## src/design/lane_fabric_map.svh

```systemverilog
// Register offsets, field positions, reset values and sizes of the lane fabric boundary.
// Included by the package and the design files; holds definitions only.
`ifndef LANE_FABRIC_MAP_SVH
`define LANE_FABRIC_MAP_SVH

`define LF_DATA_W        80
`define LF_FIFO_DEPTH    8
`define LF_FIFO_HALF     4
`define LF_PTR_W         3
`define LF_FILL_W        4
`define LF_ADDR_W        8

`define LF_CTRL_OFS      8'h00
`define LF_STAT_OFS      8'h04
`define LF_INFO_OFS      8'h08

`define LF_CTRL_RST      8'h00
`define LF_CTRL_TMG      0
`define LF_CTRL_RES_LO   1
`define LF_CTRL_RES_HI   2
`define LF_CTRL_RXSEL    3
`define LF_CTRL_GEAR_LO  4
`define LF_CTRL_GEAR_HI  6
`define LF_CTRL_MASTER   7

`define LF_STAT_TXLVL_LO 0
`define LF_STAT_TXLVL_HI 3
`define LF_STAT_RXLVL_LO 4
`define LF_STAT_RXLVL_HI 7
`define LF_STAT_ERR_LO   8
`define LF_STAT_ERR_HI   11
`define LF_ERR_W         4
`define LF_ERR_TX_OVF    0
`define LF_ERR_TX_UDF    1
`define LF_ERR_RX_OVF    2
`define LF_ERR_RX_UDF    3

`define LF_RESP_OKAY     2'h0
`define LF_RESP_SLVERR   2'h2

`endif

```

## src/design/lane_fabric_pkg.sv

```systemverilog
// Types shared by the lane fabric boundary and its flywheel FIFO.
// Assumes lane_fabric_map.svh is on the include path.
`include "lane_fabric_map.svh"

package lane_fabric_pkg;

  typedef logic [`LF_FILL_W-1:0] fill_t;

  typedef enum logic [1:0] {
    RES_GLOBAL   = 2'h0,
    RES_SHARED   = 2'h1,
    RES_REGIONAL = 2'h2,
    RES_DET_REG  = 2'h3
  } clk_res_t;

  typedef enum logic [2:0] {
    GEAR_NONE        = 3'h0,
    GEAR_8B10B_8OCT  = 3'h1,
    GEAR_WIDE_BLOCK  = 3'h2,
    GEAR_PMA64       = 3'h3,
    GEAR_PMA80       = 3'h4
  } gear_t;

  typedef enum logic [1:0] {
    WR_COLLECT = 2'h0,
    WR_RESP    = 2'h1
  } wr_state_t;

  typedef enum logic [1:0] {
    SEL_CTRL = 2'h0,
    SEL_STAT = 2'h1,
    SEL_INFO = 2'h3,
    SEL_NONE = 2'h2
  } reg_sel_t;

endpackage

```

## src/design/lane_fabric_flywheel_fifo.sv

```systemverilog
// Lane boundary between the PMA/PCS side and fabric logic, with AXI4-Lite control.
// Assumes one clock; lane clocks arrive and leave as one-cycle tick strobes on it.
`timescale 1ns/100ps
`include "lane_fabric_map.svh"

module lane_fabric_flywheel_fifo (
  input  wire logic                  mclk_i,
  input  wire logic                  rst_n_i,
  input  wire logic [`LF_ADDR_W-1:0] s_axi_awaddr_i,
  input  wire logic                  s_axi_awvalid_i,
  output logic                       s_axi_awready_o,
  input  wire logic [31:0]           s_axi_wdata_i,
  input  wire logic [3:0]            s_axi_wstrb_i,
  input  wire logic                  s_axi_wvalid_i,
  output logic                       s_axi_wready_o,
  output logic      [1:0]            s_axi_bresp_o,
  output logic                       s_axi_bvalid_o,
  input  wire logic                  s_axi_bready_i,
  input  wire logic [`LF_ADDR_W-1:0] s_axi_araddr_i,
  input  wire logic                  s_axi_arvalid_i,
  output logic                       s_axi_arready_o,
  output logic      [31:0]           s_axi_rdata_o,
  output logic      [1:0]            s_axi_rresp_o,
  output logic                       s_axi_rvalid_o,
  input  wire logic                  s_axi_rready_i,
  input  wire logic                  synth_tick_i,
  input  wire logic                  recov_tick_i,
  input  wire logic                  rate_match_tick_i,
  input  wire logic                  tx_wclk_tick_i,
  input  wire logic [`LF_DATA_W-1:0] fab_tx_data_i,
  input  wire logic [`LF_DATA_W-1:0] pma_rx_data_i,
  output logic                       tx_clk_tick_o,
  output logic                       glob_clk_tick_o,
  output logic                       rx_clk_tick_o,
  output logic                       pma_tx_strobe_o,
  output logic      [`LF_DATA_W-1:0] pma_tx_data_o,
  output logic                       fab_rx_strobe_o,
  output logic      [`LF_DATA_W-1:0] fab_rx_data_o
);
  import lane_fabric_pkg::*;

  logic [7:0]            ctrl;
  logic [`LF_ERR_W-1:0]  err;
  logic                  recenter;
  wr_state_t             wr_state;
  logic                  aw_held;
  logic                  w_held;
  logic [`LF_ADDR_W-1:0] aw_addr;
  logic [31:0]           w_data;
  logic [3:0]            w_strb;

  logic                  tmg_det;
  clk_res_t              res;
  gear_t                 gear;
  logic                  geared;
  logic                  tx_half;
  logic                  rx_half;
  logic                  tx_tick;
  logic                  rx_src;
  logic                  rx_tick;
  logic                  tx_wr;
  logic                  tx_rd_d;
  logic                  rx_rd_d;
  logic [`LF_DATA_W-1:0] tx_stage;
  logic [`LF_DATA_W-1:0] rx_stage;
  logic [`LF_DATA_W-1:0] tx_fifo_in;
  logic [`LF_DATA_W-1:0] tx_fifo_q;
  logic [`LF_DATA_W-1:0] rx_fifo_q;
  fill_t                 tx_level;
  fill_t                 rx_level;
  logic                  tx_ovf;
  logic                  tx_udf;
  logic                  rx_ovf;
  logic                  rx_udf;
  logic                  fifo_on;
  logic [`LF_ERR_W-1:0]  err_set;
  logic [`LF_ERR_W-1:0]  err_clr;
  logic                  wr_fire;
  reg_sel_t              wr_sel;

  function automatic reg_sel_t decode(input logic [`LF_ADDR_W-1:0] addr);
    case (addr)
      `LF_CTRL_OFS: decode = SEL_CTRL;
      `LF_STAT_OFS: decode = SEL_STAT;
      `LF_INFO_OFS: decode = SEL_INFO;
      default:      decode = SEL_NONE;
    endcase
  endfunction

  function automatic logic gear_on(input gear_t g);
    case (g)
      GEAR_8B10B_8OCT, GEAR_WIDE_BLOCK, GEAR_PMA64, GEAR_PMA80: gear_on = 1'b1;
      default: gear_on = 1'b0;
    endcase
  endfunction

  // Control fields
  assign tmg_det = ctrl[`LF_CTRL_TMG];
  assign res     = clk_res_t'(ctrl[`LF_CTRL_RES_HI:`LF_CTRL_RES_LO]);
  assign gear    = gear_t'(ctrl[`LF_CTRL_GEAR_HI:`LF_CTRL_GEAR_LO]);
  assign geared  = gear_on(gear);
  assign fifo_on = (res != RES_DET_REG);

  // Lane tick generation with optional 1:2 gearing
  assign tx_tick = synth_tick_i && (!geared || tx_half);
  assign rx_src  = ctrl[`LF_CTRL_RXSEL] ? rate_match_tick_i : recov_tick_i;
  assign rx_tick = rx_src && (!geared || rx_half);

  always_ff @(posedge mclk_i) begin
    if (!rst_n_i || recenter) begin
      tx_half <= 1'b0;
      rx_half <= 1'b0;
    end else begin
      if (synth_tick_i) begin
        tx_half <= !tx_half;
      end
      if (rx_src) begin
        rx_half <= !rx_half;
      end
    end
  end

  always_ff @(posedge mclk_i) begin
    if (!rst_n_i) begin
      tx_clk_tick_o   <= 1'b0;
      glob_clk_tick_o <= 1'b0;
      rx_clk_tick_o   <= 1'b0;
    end else begin
      tx_clk_tick_o   <= tx_tick;
      glob_clk_tick_o <= tx_tick && ((res == RES_GLOBAL)
                         || (res == RES_SHARED && ctrl[`LF_CTRL_MASTER]));
      rx_clk_tick_o   <= rx_tick;
    end
  end

  // Fabric presents one transmit word on each write tick; shared lanes use the master tick
  assign tx_wr      = (res == RES_SHARED) ? tx_wclk_tick_i : tx_clk_tick_o;
  assign tx_fifo_in = tmg_det ? tx_stage : fab_tx_data_i;

  always_ff @(posedge mclk_i) begin
    if (!rst_n_i) begin
      tx_stage <= '0;
      rx_stage <= '0;
      tx_rd_d  <= 1'b0;
      rx_rd_d  <= 1'b0;
    end else begin
      if (tx_wr) begin
        tx_stage <= fab_tx_data_i;
      end
      if (rx_rd_d) begin
        rx_stage <= rx_fifo_q;
      end
      tx_rd_d <= tx_tick && fifo_on;
      rx_rd_d <= rx_clk_tick_o && fifo_on;
    end
  end

  flywheel_fifo u_tx_fifo (
    .mclk_i     (mclk_i),
    .rst_n_i    (rst_n_i),
    .recenter_i (recenter),
    .wr_en_i    (tx_wr && fifo_on),
    .wr_data_i  (tx_fifo_in),
    .rd_en_i    (tx_tick && fifo_on),
    .rd_data_o  (tx_fifo_q),
    .level_o    (tx_level),
    .ovf_o      (tx_ovf),
    .udf_o      (tx_udf)
  );

  flywheel_fifo u_rx_fifo (
    .mclk_i     (mclk_i),
    .rst_n_i    (rst_n_i),
    .recenter_i (recenter),
    .wr_en_i    (rx_tick && fifo_on),
    .wr_data_i  (pma_rx_data_i),
    .rd_en_i    (rx_clk_tick_o && fifo_on),
    .rd_data_o  (rx_fifo_q),
    .level_o    (rx_level),
    .ovf_o      (rx_ovf),
    .udf_o      (rx_udf)
  );

  // PMA-side transmit word and fabric-side receive word, one per tick
  always_ff @(posedge mclk_i) begin
    if (!rst_n_i) begin
      pma_tx_data_o   <= '0;
      pma_tx_strobe_o <= 1'b0;
    end else if (!fifo_on) begin
      pma_tx_strobe_o <= tx_wr;
      if (tx_wr) begin
        pma_tx_data_o <= fab_tx_data_i;
      end
    end else begin
      pma_tx_strobe_o <= tx_rd_d;
      if (tx_rd_d) begin
        pma_tx_data_o <= tx_fifo_q;
      end
    end
  end

  always_ff @(posedge mclk_i) begin
    if (!rst_n_i) begin
      fab_rx_data_o   <= '0;
      fab_rx_strobe_o <= 1'b0;
    end else if (!fifo_on) begin
      fab_rx_strobe_o <= rx_tick;
      if (rx_tick) begin
        fab_rx_data_o <= pma_rx_data_i;
      end
    end else begin
      fab_rx_strobe_o <= rx_rd_d;
      if (rx_rd_d) begin
        fab_rx_data_o <= tmg_det ? rx_stage : rx_fifo_q;
      end
    end
  end

  // AXI4-Lite write side: address and data taken in either order
  assign wr_fire = (wr_state == WR_COLLECT) && aw_held && w_held;
  assign wr_sel  = decode(aw_addr);

  always_ff @(posedge mclk_i) begin
    if (!rst_n_i) begin
      wr_state        <= WR_COLLECT;
      aw_held         <= 1'b0;
      w_held          <= 1'b0;
      aw_addr         <= '0;
      w_data          <= '0;
      w_strb          <= '0;
      s_axi_awready_o <= 1'b1;
      s_axi_wready_o  <= 1'b1;
      s_axi_bvalid_o  <= 1'b0;
      s_axi_bresp_o   <= `LF_RESP_OKAY;
    end else begin
      case (wr_state)
        WR_COLLECT: begin
          if (s_axi_awvalid_i && s_axi_awready_o) begin
            aw_held         <= 1'b1;
            aw_addr         <= s_axi_awaddr_i;
            s_axi_awready_o <= 1'b0;
          end
          if (s_axi_wvalid_i && s_axi_wready_o) begin
            w_held         <= 1'b1;
            w_data         <= s_axi_wdata_i;
            w_strb         <= s_axi_wstrb_i;
            s_axi_wready_o <= 1'b0;
          end
          if (wr_fire) begin
            s_axi_bvalid_o <= 1'b1;
            s_axi_bresp_o  <= (wr_sel == SEL_NONE) ? `LF_RESP_SLVERR : `LF_RESP_OKAY;
            wr_state       <= WR_RESP;
          end
        end
        WR_RESP: begin
          if (s_axi_bready_i) begin
            s_axi_bvalid_o  <= 1'b0;
            aw_held         <= 1'b0;
            w_held          <= 1'b0;
            s_axi_awready_o <= 1'b1;
            s_axi_wready_o  <= 1'b1;
            wr_state        <= WR_COLLECT;
          end
        end
        default: begin
          wr_state <= WR_COLLECT;
        end
      endcase
    end
  end

  // A control write with w_strb[0] set re-centres both FIFOs and the gearing phase
  always_ff @(posedge mclk_i) begin
    if (!rst_n_i) begin
      ctrl     <= `LF_CTRL_RST;
      recenter <= 1'b0;
    end else begin
      recenter <= 1'b0;
      if (wr_fire && wr_sel == SEL_CTRL && w_strb[0]) begin
        ctrl     <= w_data[7:0];
        recenter <= 1'b1;
      end
    end
  end

  // Sticky slip flags, write one to clear; a new slip wins over the clear
  assign err_set = {rx_udf, rx_ovf, tx_udf, tx_ovf};
  assign err_clr = (wr_fire && wr_sel == SEL_STAT && w_strb[1])
                   ? w_data[`LF_STAT_ERR_HI:`LF_STAT_ERR_LO] : '0;

  always_ff @(posedge mclk_i) begin
    if (!rst_n_i) begin
      err <= '0;
    end else begin
      err <= (err & ~err_clr) | err_set;
    end
  end

  // AXI4-Lite read side
  always_ff @(posedge mclk_i) begin
    if (!rst_n_i) begin
      s_axi_arready_o <= 1'b1;
      s_axi_rvalid_o  <= 1'b0;
      s_axi_rdata_o   <= '0;
      s_axi_rresp_o   <= `LF_RESP_OKAY;
    end else if (s_axi_rvalid_o) begin
      if (s_axi_rready_i) begin
        s_axi_rvalid_o  <= 1'b0;
        s_axi_arready_o <= 1'b1;
      end
    end else if (s_axi_arvalid_i && s_axi_arready_o) begin
      s_axi_arready_o <= 1'b0;
      s_axi_rvalid_o  <= 1'b1;
      s_axi_rresp_o   <= `LF_RESP_OKAY;
      s_axi_rdata_o   <= '0;
      case (decode(s_axi_araddr_i))
        SEL_CTRL: begin
          s_axi_rdata_o[7:0] <= ctrl;
        end
        SEL_STAT: begin
          s_axi_rdata_o[`LF_STAT_TXLVL_HI:`LF_STAT_TXLVL_LO] <= tx_level;
          s_axi_rdata_o[`LF_STAT_RXLVL_HI:`LF_STAT_RXLVL_LO] <= rx_level;
          s_axi_rdata_o[`LF_STAT_ERR_HI:`LF_STAT_ERR_LO]     <= err;
        end
        SEL_INFO: begin
          s_axi_rdata_o[`LF_FILL_W-1:0] <= fill_t'(`LF_FIFO_DEPTH);
        end
        default: begin
          s_axi_rresp_o <= `LF_RESP_SLVERR;
        end
      endcase
    end
  end

endmodule

```

## src/design/flywheel_fifo.sv

```systemverilog
// Eight-entry flywheel FIFO; write and read strobes tick at one nominal rate.
// Assumes both strobes come from the single clock and the pointers start half apart.
`timescale 1ns/100ps
`include "lane_fabric_map.svh"

module flywheel_fifo (
  input  wire logic                  mclk_i,
  input  wire logic                  rst_n_i,
  input  wire logic                  recenter_i,
  input  wire logic                  wr_en_i,
  input  wire logic [`LF_DATA_W-1:0] wr_data_i,
  input  wire logic                  rd_en_i,
  output logic      [`LF_DATA_W-1:0] rd_data_o,
  output lane_fabric_pkg::fill_t     level_o,
  output logic                       ovf_o,
  output logic                       udf_o
);
  import lane_fabric_pkg::*;

  logic [`LF_DATA_W-1:0] mem [`LF_FIFO_DEPTH];
  logic [`LF_PTR_W-1:0]  wr_ptr;
  logic [`LF_PTR_W-1:0]  rd_ptr;
  logic                  do_wr;
  logic                  do_rd;
  fill_t                 next_level;

  assign do_rd = rd_en_i && (level_o != fill_t'(0));
  assign do_wr = wr_en_i && ((level_o != fill_t'(`LF_FIFO_DEPTH)) || do_rd);

  always_comb begin
    next_level = level_o;
    if (do_wr && !do_rd) begin
      next_level = fill_t'(level_o + fill_t'(1));
    end else if (do_rd && !do_wr) begin
      next_level = fill_t'(level_o - fill_t'(1));
    end
  end

  // Entries clear on reset so the words ahead of the first real one read as zero
  genvar gi;
  generate
    for (gi = 0; gi < `LF_FIFO_DEPTH; gi++) begin : g_entry
      always_ff @(posedge mclk_i) begin
        if (!rst_n_i) begin
          mem[gi] <= '0;
        end else if (do_wr && (wr_ptr == `LF_PTR_W'(gi))) begin
          mem[gi] <= wr_data_i;
        end
      end
    end
  endgenerate

  always_ff @(posedge mclk_i) begin
    if (!rst_n_i || recenter_i) begin
      wr_ptr  <= `LF_PTR_W'(`LF_FIFO_HALF);
      rd_ptr  <= '0;
      level_o <= fill_t'(`LF_FIFO_HALF);
    end else begin
      if (do_wr) begin
        wr_ptr <= `LF_PTR_W'(wr_ptr + `LF_PTR_W'(1));
      end
      if (do_rd) begin
        rd_ptr <= `LF_PTR_W'(rd_ptr + `LF_PTR_W'(1));
      end
      level_o <= next_level;
    end
  end

  always_ff @(posedge mclk_i) begin
    if (!rst_n_i) begin
      rd_data_o <= '0;
    end else if (do_rd) begin
      rd_data_o <= mem[rd_ptr];
    end
  end

  // Slip beyond the phase budget shows as a one-cycle pulse
  always_ff @(posedge mclk_i) begin
    if (!rst_n_i) begin
      ovf_o <= 1'b0;
      udf_o <= 1'b0;
    end else begin
      ovf_o <= wr_en_i && !do_wr;
      udf_o <= rd_en_i && !do_rd;
    end
  end

endmodule

```

## config.mk

```make
export PLATFORM = sky130hd
export DESIGN_NAME = lane_fabric_flywheel_fifo
export DESIGN_NICKNAME = d
export VERILOG_FILES = /design/src/design/lane_fabric_pkg.sv /design/src/design/lane_fabric_flywheel_fifo.sv /design/src/design/flywheel_fifo.sv
export VERILOG_INCLUDE_DIRS = /design/src /design/src/design
export SDC_FILE = /design/constraint.sdc
export NUM_CORES = 2
export LEC_CHECK = 0
export ABC_AREA = 1
export BUFFER_PORTS_ARGS = -buffer_cell sky130_fd_sc_hd__buf_2
export CAP_MARGIN = 10
export CELL_PAD_IN_SITES_DETAIL_PLACEMENT = 2
export CELL_PAD_IN_SITES_GLOBAL_PLACEMENT = 2
export CORE_MARGIN = 2
export CORE_UTILIZATION = 35
export DETAILED_ROUTE_END_ITERATION = 8
export GPL_TIMING_DRIVEN = 0
export PLACE_DENSITY = 0.71
export SLEW_MARGIN = 15
export SYNTH_ARGS = -nofsm -noshare
export SYNTH_HDL_FRONTEND = slang
export SYNTH_SLANG_ARGS = --single-unit
```

## constraint.sdc

```tcl
create_clock -name mclk_i -period 9 [get_ports mclk_i]
set_input_delay 0.45 -clock mclk_i [delete_from_list [all_inputs] [get_ports mclk_i]]
set_output_delay 0.45 -clock mclk_i [all_outputs]
set_load 0.05 [all_outputs]
```

Yosys cells after proc, flatten, opt, wreduce, memory -nomap -nowiden
Memories as Yosys holds them, arrays and structs flattened. A register that Yosys moved wholly into a read port is not among the register bits.
Index checks and enable logic that the tools add are counted.
{"block": "op_classes", "add_sub_neg": 8, "eq_ne": 38, "muxes": 115, "n_bitwise": 20, "n_reduce_logical": 90}
{"cell": "2-to-1 mux 80 bit", "count": 24}
{"cell": "2-to-1 mux 1 bit", "count": 68}
{"cell": "logical AND 1 bit", "count": 45}
{"cell": "equality test 3 bit (second input constant)", "count": 9}
{"cell": "2-to-1 mux 4 bit", "count": 6}
{"cell": "equality test 3 x 2 -> 1 bit (second input constant)", "count": 6}
{"cell": "equality test 8 x 3 -> 1 bit (second input constant)", "count": 2}
{"cell": "equality test 8 x 4 -> 1 bit (second input constant)", "count": 2}
{"cell": "logical NOT 8 bit", "count": 2}
{"cell": "OR 1 bit", "count": 16}
{"cell": "AND reduction 2 bit", "count": 8}
{"cell": "2-to-1 mux 2 bit", "count": 7}
{"cell": "adder 3 x 1 -> 3 bit (second input constant)", "count": 4}
{"cell": "case mux 2 bit (3 select lines)", "count": 2}
{"cell": "case mux 4 bit (3 select lines)", "count": 1}
{"cell": "nonzero test 2 bit", "count": 6}
{"cell": "logical NOT 1 bit", "count": 10}
{"cell": "!= test 2 bit (second input constant)", "count": 5}
{"cell": "case mux 1 bit (2 select lines)", "count": 5}
{"cell": "equality test 3 x 1 -> 1 bit (second input constant)", "count": 3}
{"cell": "AND reduction 3 bit", "count": 3}
{"cell": "adder 4 x 1 -> 4 bit (second input constant)", "count": 2}
{"cell": "equality test 2 x 1 -> 1 bit (second input constant)", "count": 4}
{"cell": "logical NOT 2 bit", "count": 4}
{"cell": "other kinds (15)", "count": 27}
{"block": "totals", "reg_bits": 413, "mem_bits_rw": 1280, "in_bits": 223, "output_inout_bits": 206, "elab_cells": 313, "memories": 2}
{"memory": "u_rx_fifo.mem", "depth": 8, "word_bits": 80, "rd": 1, "rd_ports_with_merged_regs": 1, "wr": 8, "line_no": "flywheel_fifo.sv:20", "rtl": "logic [`LF_DATA_W-1:0] mem [`LF_FIFO_DEPTH];"}
{"memory": "u_tx_fifo.mem", "depth": 8, "word_bits": 80, "rd": 1, "rd_ports_with_merged_regs": 1, "wr": 8, "line_no": "flywheel_fifo.sv:20"}

Logic depth before layout (Yosys ltp)
{"block": "logic_depth", "word_depth": 15, "mapped_depth": 19, "depth_no_buf": 18}

Hierarchy
Synthesis repeated with hierarchy kept, for this count alone.
{"block": "unflattened", "cells_unflattened": 10260, "hier_area_um2": 86115.1}
{"mod": "flywheel_fifo at u_rx_fifo", "instances": 1, "cells_per_inst": 3938, "area_each_um2": 34549.4, "seq_area_each_um2": 21060.2}
{"mod": "flywheel_fifo at u_tx_fifo", "instances": 1, "cells_per_inst": 3937, "area_each_um2": 34540.6, "seq_area_each_um2": 21060.2}
{"mod": "lane_fabric_flywheel_fifo", "instances": 1, "cells_per_inst": 2385, "area_each_um2": 17025.1, "seq_area_each_um2": 7707.4}

Least setup slack after synthesis
OpenSTA, ideal clock, no wires.
{"block": "synth_timing", "kind": "register to register", "startpoint": "reg tx_clk_tick_o", "endpoint": "mem u_tx_fifo.mem[4][0] in the netlist's numbering (enable)", "setup_ps": 629, "arrival_time_ps": 7030, "required_time_ps": 8371, "slack_ps": 1341, "stages_incl_launch_ff": 8, "n_path_buf": 1, "period_less_slack_ps": 7659, "path_cell_list": "dfxtp_1 -> o21ai_1 -> nand2_4 -> inv_4 -> nor2_4 -> buf_12 -> nand2_2 -> o21ai_0"}
{"item": "start, declared", "line_no": "lane_fabric_flywheel_fifo.sv:32", "rtl": "output logic tx_clk_tick_o,"}
{"item": "start signal, assigned", "line_no": "lane_fabric_flywheel_fifo.sv:129", "rtl": "tx_clk_tick_o <= tx_tick;"}
{"item": "end, declared", "line_no": "flywheel_fifo.sv:20"}

==> metrics.txt <==
source-to-sink clock delay at the later pin of the worst-skew pair roughly 0.87 ns; die area 229000 um2; drt drc 0; Final setup violation count 0; number of rows created at floorplan 174; endpoints failing hold 0; area growth from synthesis to layout 19.0%; aggregate global routing overflow 0; number of levels the H-tree was split into 4; number of standard cells in the layout, taps in and fillers out 12200; wirelength, routed 370 mm; clock transition time at the flip-flop clock pins of the worst setup and hold paths approximately 0.07 ns; kind of critical path reg -> reg; die height 479 um; number of optimization iterations in the first detailed-route pass 6; Setup crit start kind flop; terminating pin of the worst hold path rx_half; sequential group share of total power 0.455; Slew HR 0.0891; Post-CTS Resized 0; CP Data Arrival Time 4.18 ns; peak supply drop 0.165 mV; sink count of the clock tree 1849; via density per instance approximately 5.6; fraction of final layout cells with drive strength greater than 1 0.119; pins over their slew limit 0; DRT iter0 DRCs approximately 5600; number of enable flip-flop cells after synthesis 1280; number of cells produced by synthesis 8229; area of combinational cells with multiple inputs roughly 25000 um2; Initial Utilization 0.351; share of synthesized registers carrying an async set or reset 0; adder-cell share of the synthesized area 0.00368; sequential area share after synthesis 0.632; wire length of the first global-routing pass 525 mm; static power due to leakage 36.3 nW; area fraction in compound gates after synthesis 0.132; number of synthesized register bits 1849; run status finished, final reports clean; routed wire length per instance 30.3 um; final clock period utilization by the worst path 0.400; GPL Wtd Cong between 0.8 and 0.9; Synth Cell Area 78800 um2; count of input and output buffers between 300 and 400; actual transition at the worst max-transition pin 1.37 ns; Power Internal 0.0154 W; Die W between 400 and 500 um; length in cells of the worst reg-to-reg path 5; Worst Clk Skew 0.0339 ns; Post-DP Area between 80000 and 90000 um2; Max Cap Violations 0; fraction of power spent switching nets 0.290; Placed Instances 11700; number of global-route vias before repair 73300; global router's overall resource usage 0.317; per-instance average area after synthesis about 9.6 um2; detailed-placement wirelength estimate between 200 and 300 mm; DR vias 67700; hold_sp recov_tick_i; final cell area excluding filler cells 93800 um2; register area roughly 50000 um2; Floorplan Core Area 224000 um2; multiplexer fraction of the synthesized cell area 0.0100; power spent charging and discharging nets between 0.006 and 0.007 W; relative contribution of combinational cells to total power 0.140; Unique masters post-synth 42; clock buffers created by TritonCTS 208; Max Freq 277 MHz; class of the worst hold path in -> reg; start of the worst register-to-register path ctrl[0]; IO Count approximately 430; reg-to-reg critical path endpoint u_tx_fifo.mem[3][74]; hold-critical path depth 4; maximum number of buffers from clock root to sink 3; FILL cells 24100; antenna violations before repair 27; pin count of the biggest net entering global routing 42; Reg2Reg Setup Slack 5.40 ns; antenna-violating nets left 0; Synth Area in Simple Gates 0.169; total of warnings raised by yosys 0; XOR/XNOR Fraction of Synth Area 0; Period minus WS final ~3.6 ns; clock tree from TritonCTS done; largest family of logic cells by synthesized area simple AND/OR/NAND/NOR gates; maximum fanout count along the critical path 11; Critical Path RT 9.57 ns; power density over the cells 231 nW/um2; root buffer cell clkbuf_16; crit path capture type flop; unrepaired setup endpoints after global routing false; # nets final 9239; commonest register cell after synthesis edfxtp_1; part of the total power dissipated in the clock network 0.405
-- state kept, by name, summed over array words and instances, names as in the netlist, 4 cells and up --
name and count:
u_rx_fifo.level_o 4, u_rx_fifo.mem 640, aw_addr 8, tx_stage 80, u_tx_fifo.level_o 4, pma_tx_data_o 80
s_axi_rdata_o 12, fab_rx_data_o 80, ctrl 8, u_tx_fifo.rd_data_o 80, u_rx_fifo.rd_data_o 80, err 4
rx_stage 80, w_data 12, u_tx_fifo.mem 640
-- cells in the final DEF (no fill, tap or decap), types with 61 or more instances in the layout --
cell type / count
inv_1: 136
buf_4: 86
o22ai_1: 240
edfxtp_1: 1280
o21ai_0: 1188
nor2_1: 2562
clkbuf_1: 366
buf_2: 522
a31oi_1: 80
nand2_1: 821
clkbuf_16: 212
a21oi_1: 212
mux2i_1: 61
o21ai_1: 141
dlygate4sd3_1: 108
dfxtp_1: 569
o211ai_1: 81
clkinv_1: 116
-- layer usage --
metal | vias to the layer above | GRT usage | wire length [um]
met5 | - | 0 | 8
met4 | 2 | 0.208 | 28000
met3 | 829 | 0.0390 | 19400
met2 | 2351 | 0.551 | 183000
met1 | 34900 | 0.368 | 139000
li1 | 29600 | - | -
-- synth_stat cells, types with 83 or more instances --
cell | instances | share of area
o22ai_1 | 240 | 0.019
buf_2 | 139 | 0.0088
buf_4 | 86 | 0.0082
edfxtp_1 | 1280 | 0.49
nor2_1 | 2563 | 0.12
o21ai_1 | 141 | 0.0090
dfxtp_1 | 569 | 0.14
nand2_1 | 834 | 0.040
o21ai_0 | 1191 | 0.076
inv_1 | 136 | 0.0065
a21oi_1 | 212 | 0.013
clkbuf_1 | 316 | 0.015
clkinv_1 | 83 | 0.0040
-- layout make-up --
cell class / instances / area share
diodes: 17 / 0.000453
repair buffers: 534 / 0.0429
inverters: 226 / 0.00907
plain buffers: 636 / 0.0357
clock inverters: 111 / 0.0122
clock buffers: 285 / 0.0610
well taps: 2992 / 0.0399
flip-flops and latches: 1849 / 0.531
multi-input cells: 5539 / 0.268
-- kinds of logic after synthesis --
| kind of cell | Yosys count |
|---|---|
| AO/OA/AOI/OAI | 1951 |
| adder cells (fa/ha/maj) | 22 |
| buffers and inverters | 862 |
| flip-flops | 1849 |
| multiplexers | 79 |
| other | 1 |
| AND/OR/NAND/NOR | 3465 |
-- timing repair --
| action | 4_1_cts | 5_1_grt |
|---|---|---|
| hold endpoints to repair | 196 | 0 |
| setup buffers | 0 | 0 |
| hold buffers | 108 | 0 |
-- power by group through the flow --
stage / combinational [W] / clock, W / sequential [W]
2_1_floorplan: 0.00142 / 0 / 0.0101
3_3_place_gp: 0.00275 / 0 / 0.0101
3_5_place_dp: 0.00293 / 0 / 0.0100
4_1_cts: 0.00300 / 0.00885 / 0.00984
5_1_grt: 0.00323 / 0.00917 / 0.00989
6_report: 0.00303 / 0.00876 / 0.00985
-- critical path, cell delays in order (launching register included) --
cell	delay, ns
dfxtp_1	0.30
buf_2	0.49
buf_2	0.67
buf_2	0.57
mux2i_1	1.04
nor2_1	0.16
-- worst max-delay path by stage --
| stage | from | end | slack [ns] | depth (start not counted) |
|---|---|---|---|---|
| floorplan | tx_clk_tick_o | u_tx_fifo.mem[4][0] | 1.34 | 7 |
| global placement | tx_wclk_tick_i | u_tx_fifo.mem[6][27] | -5.71 | 8 |
| detailed placement | rst_n_i | u_tx_fifo.mem[1][25] | 4.49 | 7 |
| CTS | ctrl[0] | u_tx_fifo.mem[0][9] | 5.39 | 5 |
| global route | ctrl[1] | u_tx_fifo.level_o[3] | 5.08 | 17 |
| finish | ctrl[0] | u_tx_fifo.mem[3][74] | 5.40 | 5 |
-- stage by stage --
stage          hold WS (ns)   TNS, ns  utilization  total power (W)  worst slack, ns
5_1_grt              0.0725         0        0.418           0.0223             5.08
6_report             0.0618         0        0.418           0.0216             5.40
3_3_place_gp          0.435  -1354.26        0.377           0.0128            -5.71
4_1_cts              0.0158         0        0.418           0.0217             5.39
2_1_floorplan         0.413         0            -           0.0115             1.34
3_5_place_dp          0.458         0        0.382           0.0129             4.49
(Power assumes the default switching activity.)
